File: src/rtl/cvd_trigger_regs.vh
// Purpose: register offsets, field positions and codes of the converter control block
// Assumes: included once by the control module
// Notes: offsets are chosen for this plain register port
`ifndef CVD_TRIGGER_REGS_VH
`define CVD_TRIGGER_REGS_VH

// ==========================================================
// register offsets
`define OFF_ADC1_SEC 3'h0
`define OFF_ADC2_SEC 3'h1
`define OFF_SHARED 3'h2
`define OFF_TRIG 3'h3
`define OFF_ADC1_MAIN 3'h4
`define OFF_ADC2_MAIN 3'h5

// ==========================================================
// reset values and masks
`define RST_BYTE 8'h00
`define SEC_MASK 8'h7f
`define SHARED_MASK 8'hf7
`define TRIG_MASK 8'h70
`define MAIN_MASK 8'h7f

// ==========================================================
// field positions
`define F_JUSTIFY 7
`define F_CLK_HI 6
`define F_CLK_LO 4
`define F_SYNC_GO 2
`define F_REF_HI 1
`define F_REF_LO 0
`define F_TRIG_HI 6
`define F_TRIG_LO 4
`define F_CHS_HI 6
`define F_CHS_LO 2
`define F_GO 1
`define F_ON 0

// ==========================================================
// conversion clock codes
`define CLK_DIV2 3'h0
`define CLK_DIV8 3'h1
`define CLK_DIV32 3'h2
`define CLK_RC_A 3'h3
`define CLK_DIV4 3'h4
`define CLK_DIV16 3'h5
`define CLK_DIV64 3'h6
`define CLK_RC_B 3'h7

// ==========================================================
// positive reference codes
`define REF_SUPPLY 2'h0
`define REF_RESVD 2'h1
`define REF_PIN 2'h2
`define REF_FIXED 2'h3

// ==========================================================
// trigger source codes
`define TRG_NONE 3'h0
`define TRG_TMR0 3'h3
`define TRG_TMR1 3'h4
`define TRG_TMR2 3'h5
`define TRG_RISE 3'h6
`define TRG_FALL 3'h7

// ==========================================================
// primary channel codes that meet the secondary groups
`define CHS_ADC1_BASE 5'h0a
`define CHS_ADC2_BASE 5'h14

// ==========================================================
// result format and divider ratios
`define RES_WIDTH 10
`define RES_ZERO6 6'h00
`define DIV_ONE 7'h01
`define DIV_TWO 7'h02
`define DIV_FOUR 7'h04
`define DIV_EIGHT 7'h08
`define DIV_SIXTEEN 7'h10
`define DIV_THIRTYTWO 7'h20
`define DIV_SIXTYFOUR 7'h40

`endif
File: src/rtl/cvd_trigger_ctrl.v
// Purpose: register file, channel switching, trigger and start logic of a dual converter
// Assumes: converters report done pulses and raw results on clk
// Notes: analog switch and reference outputs are levels for the analog front end
//
// The plain strobed port and the placing of the registers were decided locally.
`include "cvd_trigger_regs.vh"

module cvd_trigger_ctrl #(
  parameter NSEC = 7 // secondary channels per converter
) (
  input wire clk, // system clock
  input wire reset, // synchronous reset, active high
  input wire [2:0] addr, // register address
  input wire [7:0] wdata, // write data
  input wire wr_stb, // write strobe
  input wire rd_stb, // read strobe
  output reg [7:0] rdata, // read data, cycle after the strobe
  input wire tmr0_ovf, // timer 0 overflow flag event
  input wire tmr1_ovf, // timer 1 overflow flag event
  input wire tmr2_match, // timer 2 period match flag event
  input wire external_trigger_pin, // external trigger pin, asynchronous
  input wire adc1_done, // converter 1 finished, one cycle
  input wire adc2_done, // converter 2 finished, one cycle
  input wire [9:0] adc1_raw, // converter 1 raw result
  input wire [9:0] adc2_raw, // converter 2 raw result
  input wire [NSEC-1:0] pin_direction_control1, // direction bits, inputs 10..16
  input wire [NSEC-1:0] pin_direction_control2, // direction bits, inputs 20..26
  output wire [NSEC-1:0] adc1_sec_link, // secondary switches of converter 1
  output wire [NSEC-1:0] adc2_sec_link, // secondary switches of converter 2
  output wire [NSEC-1:0] pin_tristate1, // effective tri-state, inputs 10..16
  output wire [NSEC-1:0] pin_tristate2, // effective tri-state, inputs 20..26
  output wire adc1_mux_on, // converter 1 primary switch closed
  output wire adc2_mux_on, // converter 2 primary switch closed
  output wire [4:0] adc1_primary, // converter 1 primary channel
  output wire [4:0] adc2_primary, // converter 2 primary channel
  output wire adc1_start, // converter 1 start bit
  output wire adc2_start, // converter 2 start bit
  output wire [6:0] conv_clk_div, // divider ratio, zero when rc clock
  output wire dedicated_rc_clock, // rc oscillator selected
  output wire [1:0] upper_reference_node, // reference route code
  output reg [7:0] adc1_result_high_byte, // converter 1 high result byte
  output reg [7:0] adc1_result_low_byte, // converter 1 low result byte
  output reg [7:0] adc2_result_high_byte, // converter 2 high result byte
  output reg [7:0] adc2_result_low_byte // converter 2 low result byte
);

  // ==========================================================
  // register storage
  reg [7:0] sec1_reg; // converter 1 secondary select
  reg [7:0] sec2_reg; // converter 2 secondary select
  reg [7:0] shared_reg; // shared control, start bit held apart
  reg [7:0] trig_reg; // auto trigger select
  reg [4:0] chs1_reg; // converter 1 primary channel
  reg [4:0] chs2_reg; // converter 2 primary channel
  reg on1_reg; // converter 1 enable
  reg on2_reg; // converter 2 enable
  reg go1_reg; // converter 1 start flag
  reg go2_reg; // converter 2 start flag
  reg go1_next; // next start flag 1
  reg go2_next; // next start flag 2

  // ==========================================================
  // external trigger synchroniser
  reg sync_a_reg; // first stage, read only by second
  reg sync_b_reg; // second stage
  reg sync_c_reg; // third stage
  reg pin_level_reg; // accepted pin level
  reg trig_pulse; // selected trigger event this cycle

  // agreeing stages update the accepted level
  always @(posedge clk) begin
    if (reset) begin
      sync_a_reg <= 1'b0;
      sync_b_reg <= 1'b0;
      sync_c_reg <= 1'b0;
      pin_level_reg <= 1'b0;
    end else begin
      sync_a_reg <= external_trigger_pin;
      sync_b_reg <= sync_a_reg;
      sync_c_reg <= sync_b_reg;
      if (sync_b_reg == sync_c_reg) begin
        pin_level_reg <= sync_c_reg;
      end
    end
  end

  // pick one trigger pulse per event
  always @* begin
    case (trig_reg[`F_TRIG_HI:`F_TRIG_LO])
      `TRG_TMR0: trig_pulse = tmr0_ovf;
      `TRG_TMR1: trig_pulse = tmr1_ovf;
      `TRG_TMR2: trig_pulse = tmr2_match;
      `TRG_RISE: trig_pulse = (sync_b_reg == sync_c_reg) && sync_c_reg && !pin_level_reg;
      `TRG_FALL: trig_pulse = (sync_b_reg == sync_c_reg) && !sync_c_reg && pin_level_reg;
      default: trig_pulse = 1'b0; // none and reserved codes
    endcase
  end

  // ==========================================================
  // register writes
  wire wr_sec1 = wr_stb && (addr == `OFF_ADC1_SEC);
  wire wr_sec2 = wr_stb && (addr == `OFF_ADC2_SEC);
  wire wr_shared = wr_stb && (addr == `OFF_SHARED);
  wire wr_trig = wr_stb && (addr == `OFF_TRIG);
  wire wr_main1 = wr_stb && (addr == `OFF_ADC1_MAIN);
  wire wr_main2 = wr_stb && (addr == `OFF_ADC2_MAIN);
  wire sync_go = wr_shared && wdata[`F_SYNC_GO];

  // start flags: set beats completion, completion beats software clear
  always @* begin
    go1_next = go1_reg;
    go2_next = go2_reg;
    if (wr_main1) begin
      go1_next = wdata[`F_GO];
    end
    if (wr_main2) begin
      go2_next = wdata[`F_GO];
    end
    if (adc1_done) begin
      go1_next = 1'b0;
    end
    if (adc2_done) begin
      go2_next = 1'b0;
    end
    if (sync_go || trig_pulse || (wr_main1 && wdata[`F_GO])) begin
      go1_next = 1'b1;
    end
    if (sync_go || trig_pulse || (wr_main2 && wdata[`F_GO])) begin
      go2_next = 1'b1;
    end
    if (!(wr_main1 ? wdata[`F_ON] : on1_reg)) begin
      go1_next = 1'b0;
    end
    if (!(wr_main2 ? wdata[`F_ON] : on2_reg)) begin
      go2_next = 1'b0;
    end
  end

  // store registers
  always @(posedge clk) begin
    if (reset) begin
      sec1_reg <= `RST_BYTE;
      sec2_reg <= `RST_BYTE;
      shared_reg <= `RST_BYTE;
      trig_reg <= `RST_BYTE;
      chs1_reg <= 5'h00;
      chs2_reg <= 5'h00;
      on1_reg <= 1'b0;
      on2_reg <= 1'b0;
      go1_reg <= 1'b0;
      go2_reg <= 1'b0;
    end else begin
      go1_reg <= go1_next;
      go2_reg <= go2_next;
      if (wr_sec1) begin
        sec1_reg <= wdata & `SEC_MASK;
      end
      if (wr_sec2) begin
        sec2_reg <= wdata & `SEC_MASK;
      end
      if (wr_shared) begin
        shared_reg <= wdata & `SHARED_MASK & ~(8'h01 << `F_SYNC_GO);
      end
      if (wr_trig) begin
        trig_reg <= wdata & `TRIG_MASK;
      end
      if (wr_main1) begin
        chs1_reg <= wdata[`F_CHS_HI:`F_CHS_LO];
        on1_reg <= wdata[`F_ON];
      end
      if (wr_main2) begin
        chs2_reg <= wdata[`F_CHS_HI:`F_CHS_LO];
        on2_reg <= wdata[`F_ON];
      end
    end
  end

  // ==========================================================
  // register reads, answer in the next cycle
  always @(posedge clk) begin
    if (reset) begin
      rdata <= `RST_BYTE;
    end else if (rd_stb) begin
      if (addr == `OFF_ADC1_SEC) begin
        rdata <= sec1_reg;
      end else if (addr == `OFF_ADC2_SEC) begin
        rdata <= sec2_reg;
      end else if (addr == `OFF_SHARED) begin
        rdata <= shared_reg | ({7'h00, go1_reg | go2_reg} << `F_SYNC_GO);
      end else if (addr == `OFF_TRIG) begin
        rdata <= trig_reg;
      end else if (addr == `OFF_ADC1_MAIN) begin
        rdata <= {1'b0, chs1_reg, go1_reg, on1_reg};
      end else if (addr == `OFF_ADC2_MAIN) begin
        rdata <= {1'b0, chs2_reg, go2_reg, on2_reg};
      end else begin
        rdata <= `RST_BYTE; // unmapped reads zero
      end
    end else begin
      rdata <= `RST_BYTE;
    end
  end

  // ==========================================================
  // channel switching per secondary input
  genvar i;
  generate
    for (i = 0; i < NSEC; i = i + 1) begin : g_sec
      wire prim1 = (chs1_reg == (`CHS_ADC1_BASE + i));
      wire prim2 = (chs2_reg == (`CHS_ADC2_BASE + i));
      assign adc1_sec_link[i] = on1_reg && sec1_reg[i] && !prim1;
      assign adc2_sec_link[i] = on2_reg && sec2_reg[i] && !prim2;
      assign pin_tristate1[i] = pin_direction_control1[i] | (on1_reg & sec1_reg[i]);
      assign pin_tristate2[i] = pin_direction_control2[i] | (on2_reg & sec2_reg[i]);
    end
  endgenerate

  // primary and secondaries close together, both see precharge
  assign adc1_mux_on = on1_reg;
  assign adc2_mux_on = on2_reg;
  assign adc1_primary = chs1_reg;
  assign adc2_primary = chs2_reg;
  assign adc1_start = go1_reg;
  assign adc2_start = go2_reg;
  assign upper_reference_node = shared_reg[`F_REF_HI:`F_REF_LO];

  // ==========================================================
  // conversion clock selection
  reg [6:0] div_sel; // divider ratio
  always @* begin
    case (shared_reg[`F_CLK_HI:`F_CLK_LO])
      `CLK_DIV2: div_sel = `DIV_TWO;
      `CLK_DIV8: div_sel = `DIV_EIGHT;
      `CLK_DIV32: div_sel = `DIV_THIRTYTWO;
      `CLK_DIV4: div_sel = `DIV_FOUR;
      `CLK_DIV16: div_sel = `DIV_SIXTEEN;
      `CLK_DIV64: div_sel = `DIV_SIXTYFOUR;
      default: div_sel = 7'h00; // rc oscillator
    endcase
  end
  assign conv_clk_div = div_sel;
  assign dedicated_rc_clock = (div_sel == 7'h00);

  // ==========================================================
  // result bytes loaded on completion
  wire just = shared_reg[`F_JUSTIFY];
  always @(posedge clk) begin
    if (reset) begin
      adc1_result_high_byte <= `RST_BYTE;
      adc1_result_low_byte <= `RST_BYTE;
      adc2_result_high_byte <= `RST_BYTE;
      adc2_result_low_byte <= `RST_BYTE;
    end else begin
      if (adc1_done) begin
        if (just) begin
          adc1_result_high_byte <= {`RES_ZERO6, adc1_raw[9:8]};
          adc1_result_low_byte <= adc1_raw[7:0];
        end else begin
          adc1_result_high_byte <= adc1_raw[9:2];
          adc1_result_low_byte <= {adc1_raw[1:0], `RES_ZERO6};
        end
      end
      if (adc2_done) begin
        if (just) begin
          adc2_result_high_byte <= {`RES_ZERO6, adc2_raw[9:8]};
          adc2_result_low_byte <= adc2_raw[7:0];
        end else begin
          adc2_result_high_byte <= adc2_raw[9:2];
          adc2_result_low_byte <= {adc2_raw[1:0], `RES_ZERO6};
        end
      end
    end
  end

endmodule

File: config.mk
export PLATFORM = sky130hd
export DESIGN_NAME = cvd_trigger_ctrl
export DESIGN_NICKNAME = d
export VERILOG_FILES = /design/src/rtl/cvd_trigger_ctrl.v
export VERILOG_INCLUDE_DIRS = /design/src /design/src/rtl
export SDC_FILE = /design/constraint.sdc
export NUM_CORES = 1
export LEC_CHECK = 0
export ABC_AREA = 1
export BUFFER_PORTS_ARGS = -buffer_cell sky130_fd_sc_hd__buf_2
export CAP_MARGIN = 20
export CORE_ASPECT_RATIO = 1.75
export CORE_MARGIN = 2
export CORE_UTILIZATION = 45
export DETAILED_ROUTE_END_ITERATION = 6
export PLACE_DENSITY_LB_ADDON = 0.25
export SYNTH_ARGS = -nofsm -noshare
export SYNTH_HDL_FRONTEND = slang
export SYNTH_SLANG_ARGS = --single-unit
File: constraint.sdc
create_clock -name clk -period 1.65 [get_ports clk]
set_input_delay 0.33 -clock clk [delete_from_list [all_inputs] [get_ports clk]]
set_output_delay 0.33 -clock clk [all_outputs]
set_load 0.02 [all_outputs]
==> results_dict.tcl, run 1 <==
set metrics [dict create \
    root_buffer "clkbuf_16" \
    grt_pass1_wl_um 17800 \
    drive_gt1_share_pct 34.2 \
    core_area_um2 8200 \
    drt_drc_violations_left 0 \
    clk-insertion-delay-late_ns 0.33 \
    cts_sinks 81 \
    antenna_left 0 \
    grtUsageTotal_pct 24.8 \
    syn_area_per_cell_um2 7.15 \
    fin_crit_sh_pct 99.8 \
    synth_compound_area_share_pct 19.2 \
    yosys_warnings 0 \
    synth.area.mux_share_pct 0 \
    chipHeight_um 125 \
    period_needed_ns 1.65 \
    status "complete, no violations" \
    synthesis.nets 582 \
    fillers 756 \
    die_area_um2 9120 \
    synthDominantAreaCellType "dfxtp_1" \
    routed_wl_um 11500 \
    final_common_cell "buf_2" \
    fmax_ghz 0.607 \
    fin_cells 758 \
    timing.rr.start "sync_b_reg$_SDFF_PP0_" \
    area_growth_pct 32.2 \
    cts_buffers 9 \
    r2r_slack_ns 0.54 \
    via_per_inst 5.37 \
    crit_fanout 4 \
    rr_worst_depth 8 \
    slew_violations 0 \
    crit_type "register to output port" \
    mostFrequentLayoutCells "buf_2, nand2_1, dfxtp_1" \
    routedWlPerCell_um 15.2 \
    antenna_found_initial 0 \
    drv_cap 0 \
    fin_worst_skew_ns 0.00483 \
    worstHoldStart "external_trigger_pin" \
    ys_seq_elements 81 \
    cp-startpoint "adc2_primary[2]$_SDFFE_PP0N_" \
    grt_pass1_vias 3821 \
    endpoint_kind "output port" \
    portBuffers 145 \
    crit_required_ns 1.32 \
    synth_xor_area_share_pct 0 \
    synth_top_family_by_area "simple AND/OR/NAND/NOR gates" \
    final_util_pct 60.6 \
    grt_max_degree 39 \
    seqCellArea_um2 1650 \
    overflow 0 \
    cts.htree.levels 3 \
    p_leak_nw 2.35 \
    hold_path_class "primary input to register" \
    dr.pass1.iters 5 \
    dieWidth_um 73.1 \
    place_congestion 0.952 \
    finalNetCount 718 \
    ys_seq_area_share_pct 43.2 \
    ys_types 30 \
    antennaDiodeCount 0 \
    synth_area_leaders "dfxtp_1, nand3_1, nand2_1" \
    synth_fa_ha_area_share_pct 0.666 \
    netlist.area_leader.share_pct 43.2 \
    worst_r2r_endpoint "adc1_start$_SDFFE_PP0P_" \
    syn_inst 525 \
    dp_cells 740 \
    crit_path_end "adc2_sec_link[3]" \
    syn_area_um2 3760 \
    p_per_area_nw_per_um2 950 \
    ios 147 \
    cp-start-kind "register" \
    hold_violations 0 \
    cts_tree "done" \
    rsz0062_at_grt "yes" \
    setup_viol 0 \
    initial_core_util_pct 45.8 \
    critPathArrivalTime_ns 1.32 \
    dr_total_vias 4074 \
    multiInputGateArea_um2 1800 \
    dpl.hpwl_um 8540 \
    cts_buffer_depth 2 \
    clkTransAtPathRegs_ns 0.06 \
    ir_drop_mv 0.794 \
    rows 44 \
    drt_iter0_drc 235 \
    synth_simple_gate_area_share_pct 25.8 \
]
[worst min path at each step]
| stage | end | slack [ns] | cells after the start |
|---|---|---|---|
| floorplan | sync_b_reg$_SDFF_PP0_ | 0.39 | 2 |
| global placement | sync_b_reg$_SDFF_PP0_ | 0.40 | 2 |
| detailed placement | sync_b_reg$_SDFF_PP0_ | 0.40 | 2 |
| CTS | sync_a_reg$_SDFF_PP0_ | 0.22 | 3 |
| global route | sync_a_reg$_SDFF_PP0_ | 0.24 | 3 |
| finish | sync_a_reg$_SDFF_PP0_ | 0.22 | 3 |
[critical path: stages (launching register included)]
cell and delay [ns]:
dfxtp_4 0.37, inv_4 0.04, nor3_4 0.28, a31oi_1 0.12, buf_2 0.17
[cells in the mapped netlist (all sizes together)]
master,count
o22ai,1
buf,14
nand4,7
dfxtp,81
nand3,70
o211ai,1
ha,2
a31o,1
o21bai,11
conb,1
nor3,10
nand2,85
clkbuf,18
a211oi,10
clkinv,1
inv,67
o21ai,47
a21oi,58
a31oi,2
nor2,38
[power by group]
| group | internal [mW] | switching [mW] |
|---|---|---|
| Combinational | 0.205 | 0.401 |
| Clock | 1.29 | 0.743 |
| Sequential | 2.02 | 0.0536 |
[what timing repair did]
action                                  CTS  global route
endpoints found under the setup margin   13            11
buffers inserted                          0             3
hold buffers                              0             0
resized for setup                        19            30
pin swaps                                 0             8
[cells by family (layout without fill, tap and decap cells)]
group | Yosys count | after routing
other | 1 | 1
AND/OR/NAND/NOR | 210 | 210
AO/OA/AOI/OAI | 131 | 131
adder cells (fa/ha/maj) | 2 | 2
buffers and inverters | 100 | 241
flip-flops | 81 | 81
[through the flow]
step	area [µm²]	hold slack [ns]	setup slack [ns]	TNS [ns]	power, mW
floorplan	3760	0.388	0.0137	0	2.47
global placement	4510	0.396	0.104	0	2.69
detailed placement	4510	0.400	0.0978	0	2.71
CTS	4860	0.218	0.000984	0	4.73
global route	4970	0.236	-0.0352	-0.177	4.88
finish	4970	0.221	0.00330	0	4.72
[area by class of cell]
class	count	area share, %
clock inverter	2	0.705
clock buffer	14	5.52
sequential	81	33.2
tap	92	2.32
multi-input combinational	344	36.3
timing repair buffer	157	16.6
inverter	68	5.29
[layer usage]
metal,vias up,global-route usage (%),share of wire [%]
met5,-,0,0
met4,0,13.3,5.2
met3,40,5.18,6.0
met2,170,44.1,52
met1,1846,26.2,36
li1,2018,-,-
Note: power is estimated with default switching activity, not from simulation.
==> run 2: changes to the inputs <==
Settings changed: PLACE_DENSITY from default to 0.71, PLACE_DENSITY_LB_ADDON 0.25 to default.
==> run 2 against run 1 <==
The flow now finishes with violations (setup timing). Global-route usage down 0.11 points. Routed wire length down 1.4%. Total power fell by 2.0%. Worst hold slack gained 0.0091 ns. Core utilization up 0.27 points. Final cell count grew 0.92%. Flip-flop and latch count did not move. Die area stayed put. Sequential power barely moved. Setup slack got worse by 0.017 ns. Fmax shrank 1.0%. Largest power group unchanged.
==> results_dict.tcl, run 2 (synthesized netlist as in run 1, its figures left out) <==
set metrics [dict create \
    status "finished with violations" \
    violations "setup timing" \
    r2r_slack_ns 0.46 \
    dr.pass1.iters 5 \
    grt_util_met1_pct 25.8 \
    routedWlPerCell_um 14.8 \
    clk-insertion-delay-late_ns 0.33 \
    ir_drop_mv 0.657 \
    antennaDiodeCount 0 \
    post_dp_cell_area_um2 4530 \
    critPathArrivalTime_ns 1.33 \
    fin_ws_ns -0.0138 \
    mostFrequentLayoutCells "buf_2, nand2_1, dfxtp_1" \
    die_area_um2 9120 \
    final_util_pct 60.8 \
    fin_worst_skew_ns 0.00470 \
    cts_tree "done" \
    cp-start-kind "register" \
    grtUsageMet3_pct 6.07 \
    dpl.hpwl_um 8610 \
    initial_core_util_pct 45.8 \
    cts_sinks 81 \
    drt_drc_violations_left 0 \
    area_growth_pct 32.8 \
    top_usage_layer "met2" \
    design_area_um2 4990 \
    fillers 773 \
    final_common_cell "buf_2" \
    dieWidth_um 73.1 \
    routed_wl_um 11400 \
    core_area_um2 8200 \
    finalNetCount 725 \
    grt_pass1_wl_um 17700 \
    grt_use_met2_pct 43.2 \
    cts_buffer_depth 2 \
    fin_crit_sh_pct 101 \
    grtUsageTotal_pct 24.7 \
    chipHeight_um 125 \
    antenna_found_initial 0 \
    setup_viol 2 \
    drive_gt1_share_pct 34.6 \
    ios 147 \
    grt_pass1_vias 3803 \
    cts_buffers 9 \
    endpoint_kind "output port" \
    seqCellArea_um2 1650 \
    overflow 0 \
    fmax_ghz 0.601 \
    p_leak_nw 2.37 \
    antenna_left 0 \
    root_buffer "clkbuf_16" \
    crit_required_ns 1.32 \
    hold_path_class "primary input to register" \
    crit_fanout 4 \
    via_per_inst 5.31 \
    cts.htree.levels 3 \
    rsz0062_at_grt "yes" \
    clkTransAtPathRegs_ns 0.06 \
    portBuffers 145 \
    grt_max_degree 39 \
    place_congestion 0.956 \
    p_per_area_nw_per_um2 927 \
    slew_violations 0 \
    multiInputGateArea_um2 1800 \
    period_needed_ns 1.66 \
    hold_violations 0 \
    crit_type "register to output port" \
    dr_total_vias 4062 \
    drt_iter0_drc 205 \
    rows 44 \
    drv_cap 0 \
]
run 2: cell types whose count changed in the layout (fill, tap and decap cells not counted), sizes merged:
| cell | change |
|---|---|
| clkbuf | -1 |
| buf | +7 |
| clkinv | +1 |
run 2: worst paths after layout:
check / depth (start not counted) / to / startpoint
setup / recovery: 4 / adc1_sec_link[4] / adc1_primary[2]$_SDFFE_PP0N_
hold / removal: 3 / sync_a_reg$_SDFF_PP0_ / external_trigger_pin
setup reg to reg: 6 / adc2_result_low_byte[6]$_SDFFE_PP0P_ / shared_reg[7]$_SDFFE_PP0N_
hold reg to reg: 2 / sync_b_reg$_SDFF_PP0_ / sync_a_reg$_SDFF_PP0_
run 2: final cells by class:
class | count | area share (%)
Clock buffer | 13 | 5.02
Clock inverter | 3 | 0.802
Inverter | 68 | 5.32
Multi-Input combinational cell | 344 | 36.0
Sequential cell | 81 | 33.0
Tap cell | 92 | 2.31
Timing Repair Buffer | 164 | 17.6
run 2: metal layers:
layer / share of wire, % / wire length (µm)
met1: 37 / 4220
met2: 53 / 6060
met3: 5.0 / 572
met4: 4.4 / 494
met5: 0 / 0
run 2: power breakdown:
group | switching [mW] | total, mW | internal [mW]
Clock | 0.729 | 1.94 | 1.21
Sequential | 0.0521 | 2.08 | 2.02
Combinational | 0.399 | 0.610 | 0.211
run 2: metrics by stage:
step / cells / setup WS [ns] / total power, mW / setup TNS (ns) / hold slack, ns
floorplan: 525 / 0.0137 / 2.47 / 0 / 0.388
global placement: 742 / 0.125 / 2.69 / 0 / 0.397
detailed placement: 742 / 0.0804 / 2.71 / 0 / 0.399
CTS: 760 / -0.0141 / 4.66 / -0.0141 / 0.214
global route: 765 / -0.0838 / 4.81 / -0.453 / 0.233
finish: 765 / -0.0138 / 4.62 / -0.0189 / 0.230
run 2: worst max-delay path, stage by stage (launching register included):
cell	delay, ns
dfxtp_4	0.37
inv_4	0.04
nor3_4	0.29
a211oi_2	0.13
buf_4	0.17
run 2: repair_timing:
item | in CTS | in global routing
resized for setup | 22 | 24
pin swaps | 1 | 7
hold buffers | 0 | 0
setup buffers | 2 | 5
endpoints found under the setup margin | 15 | 14
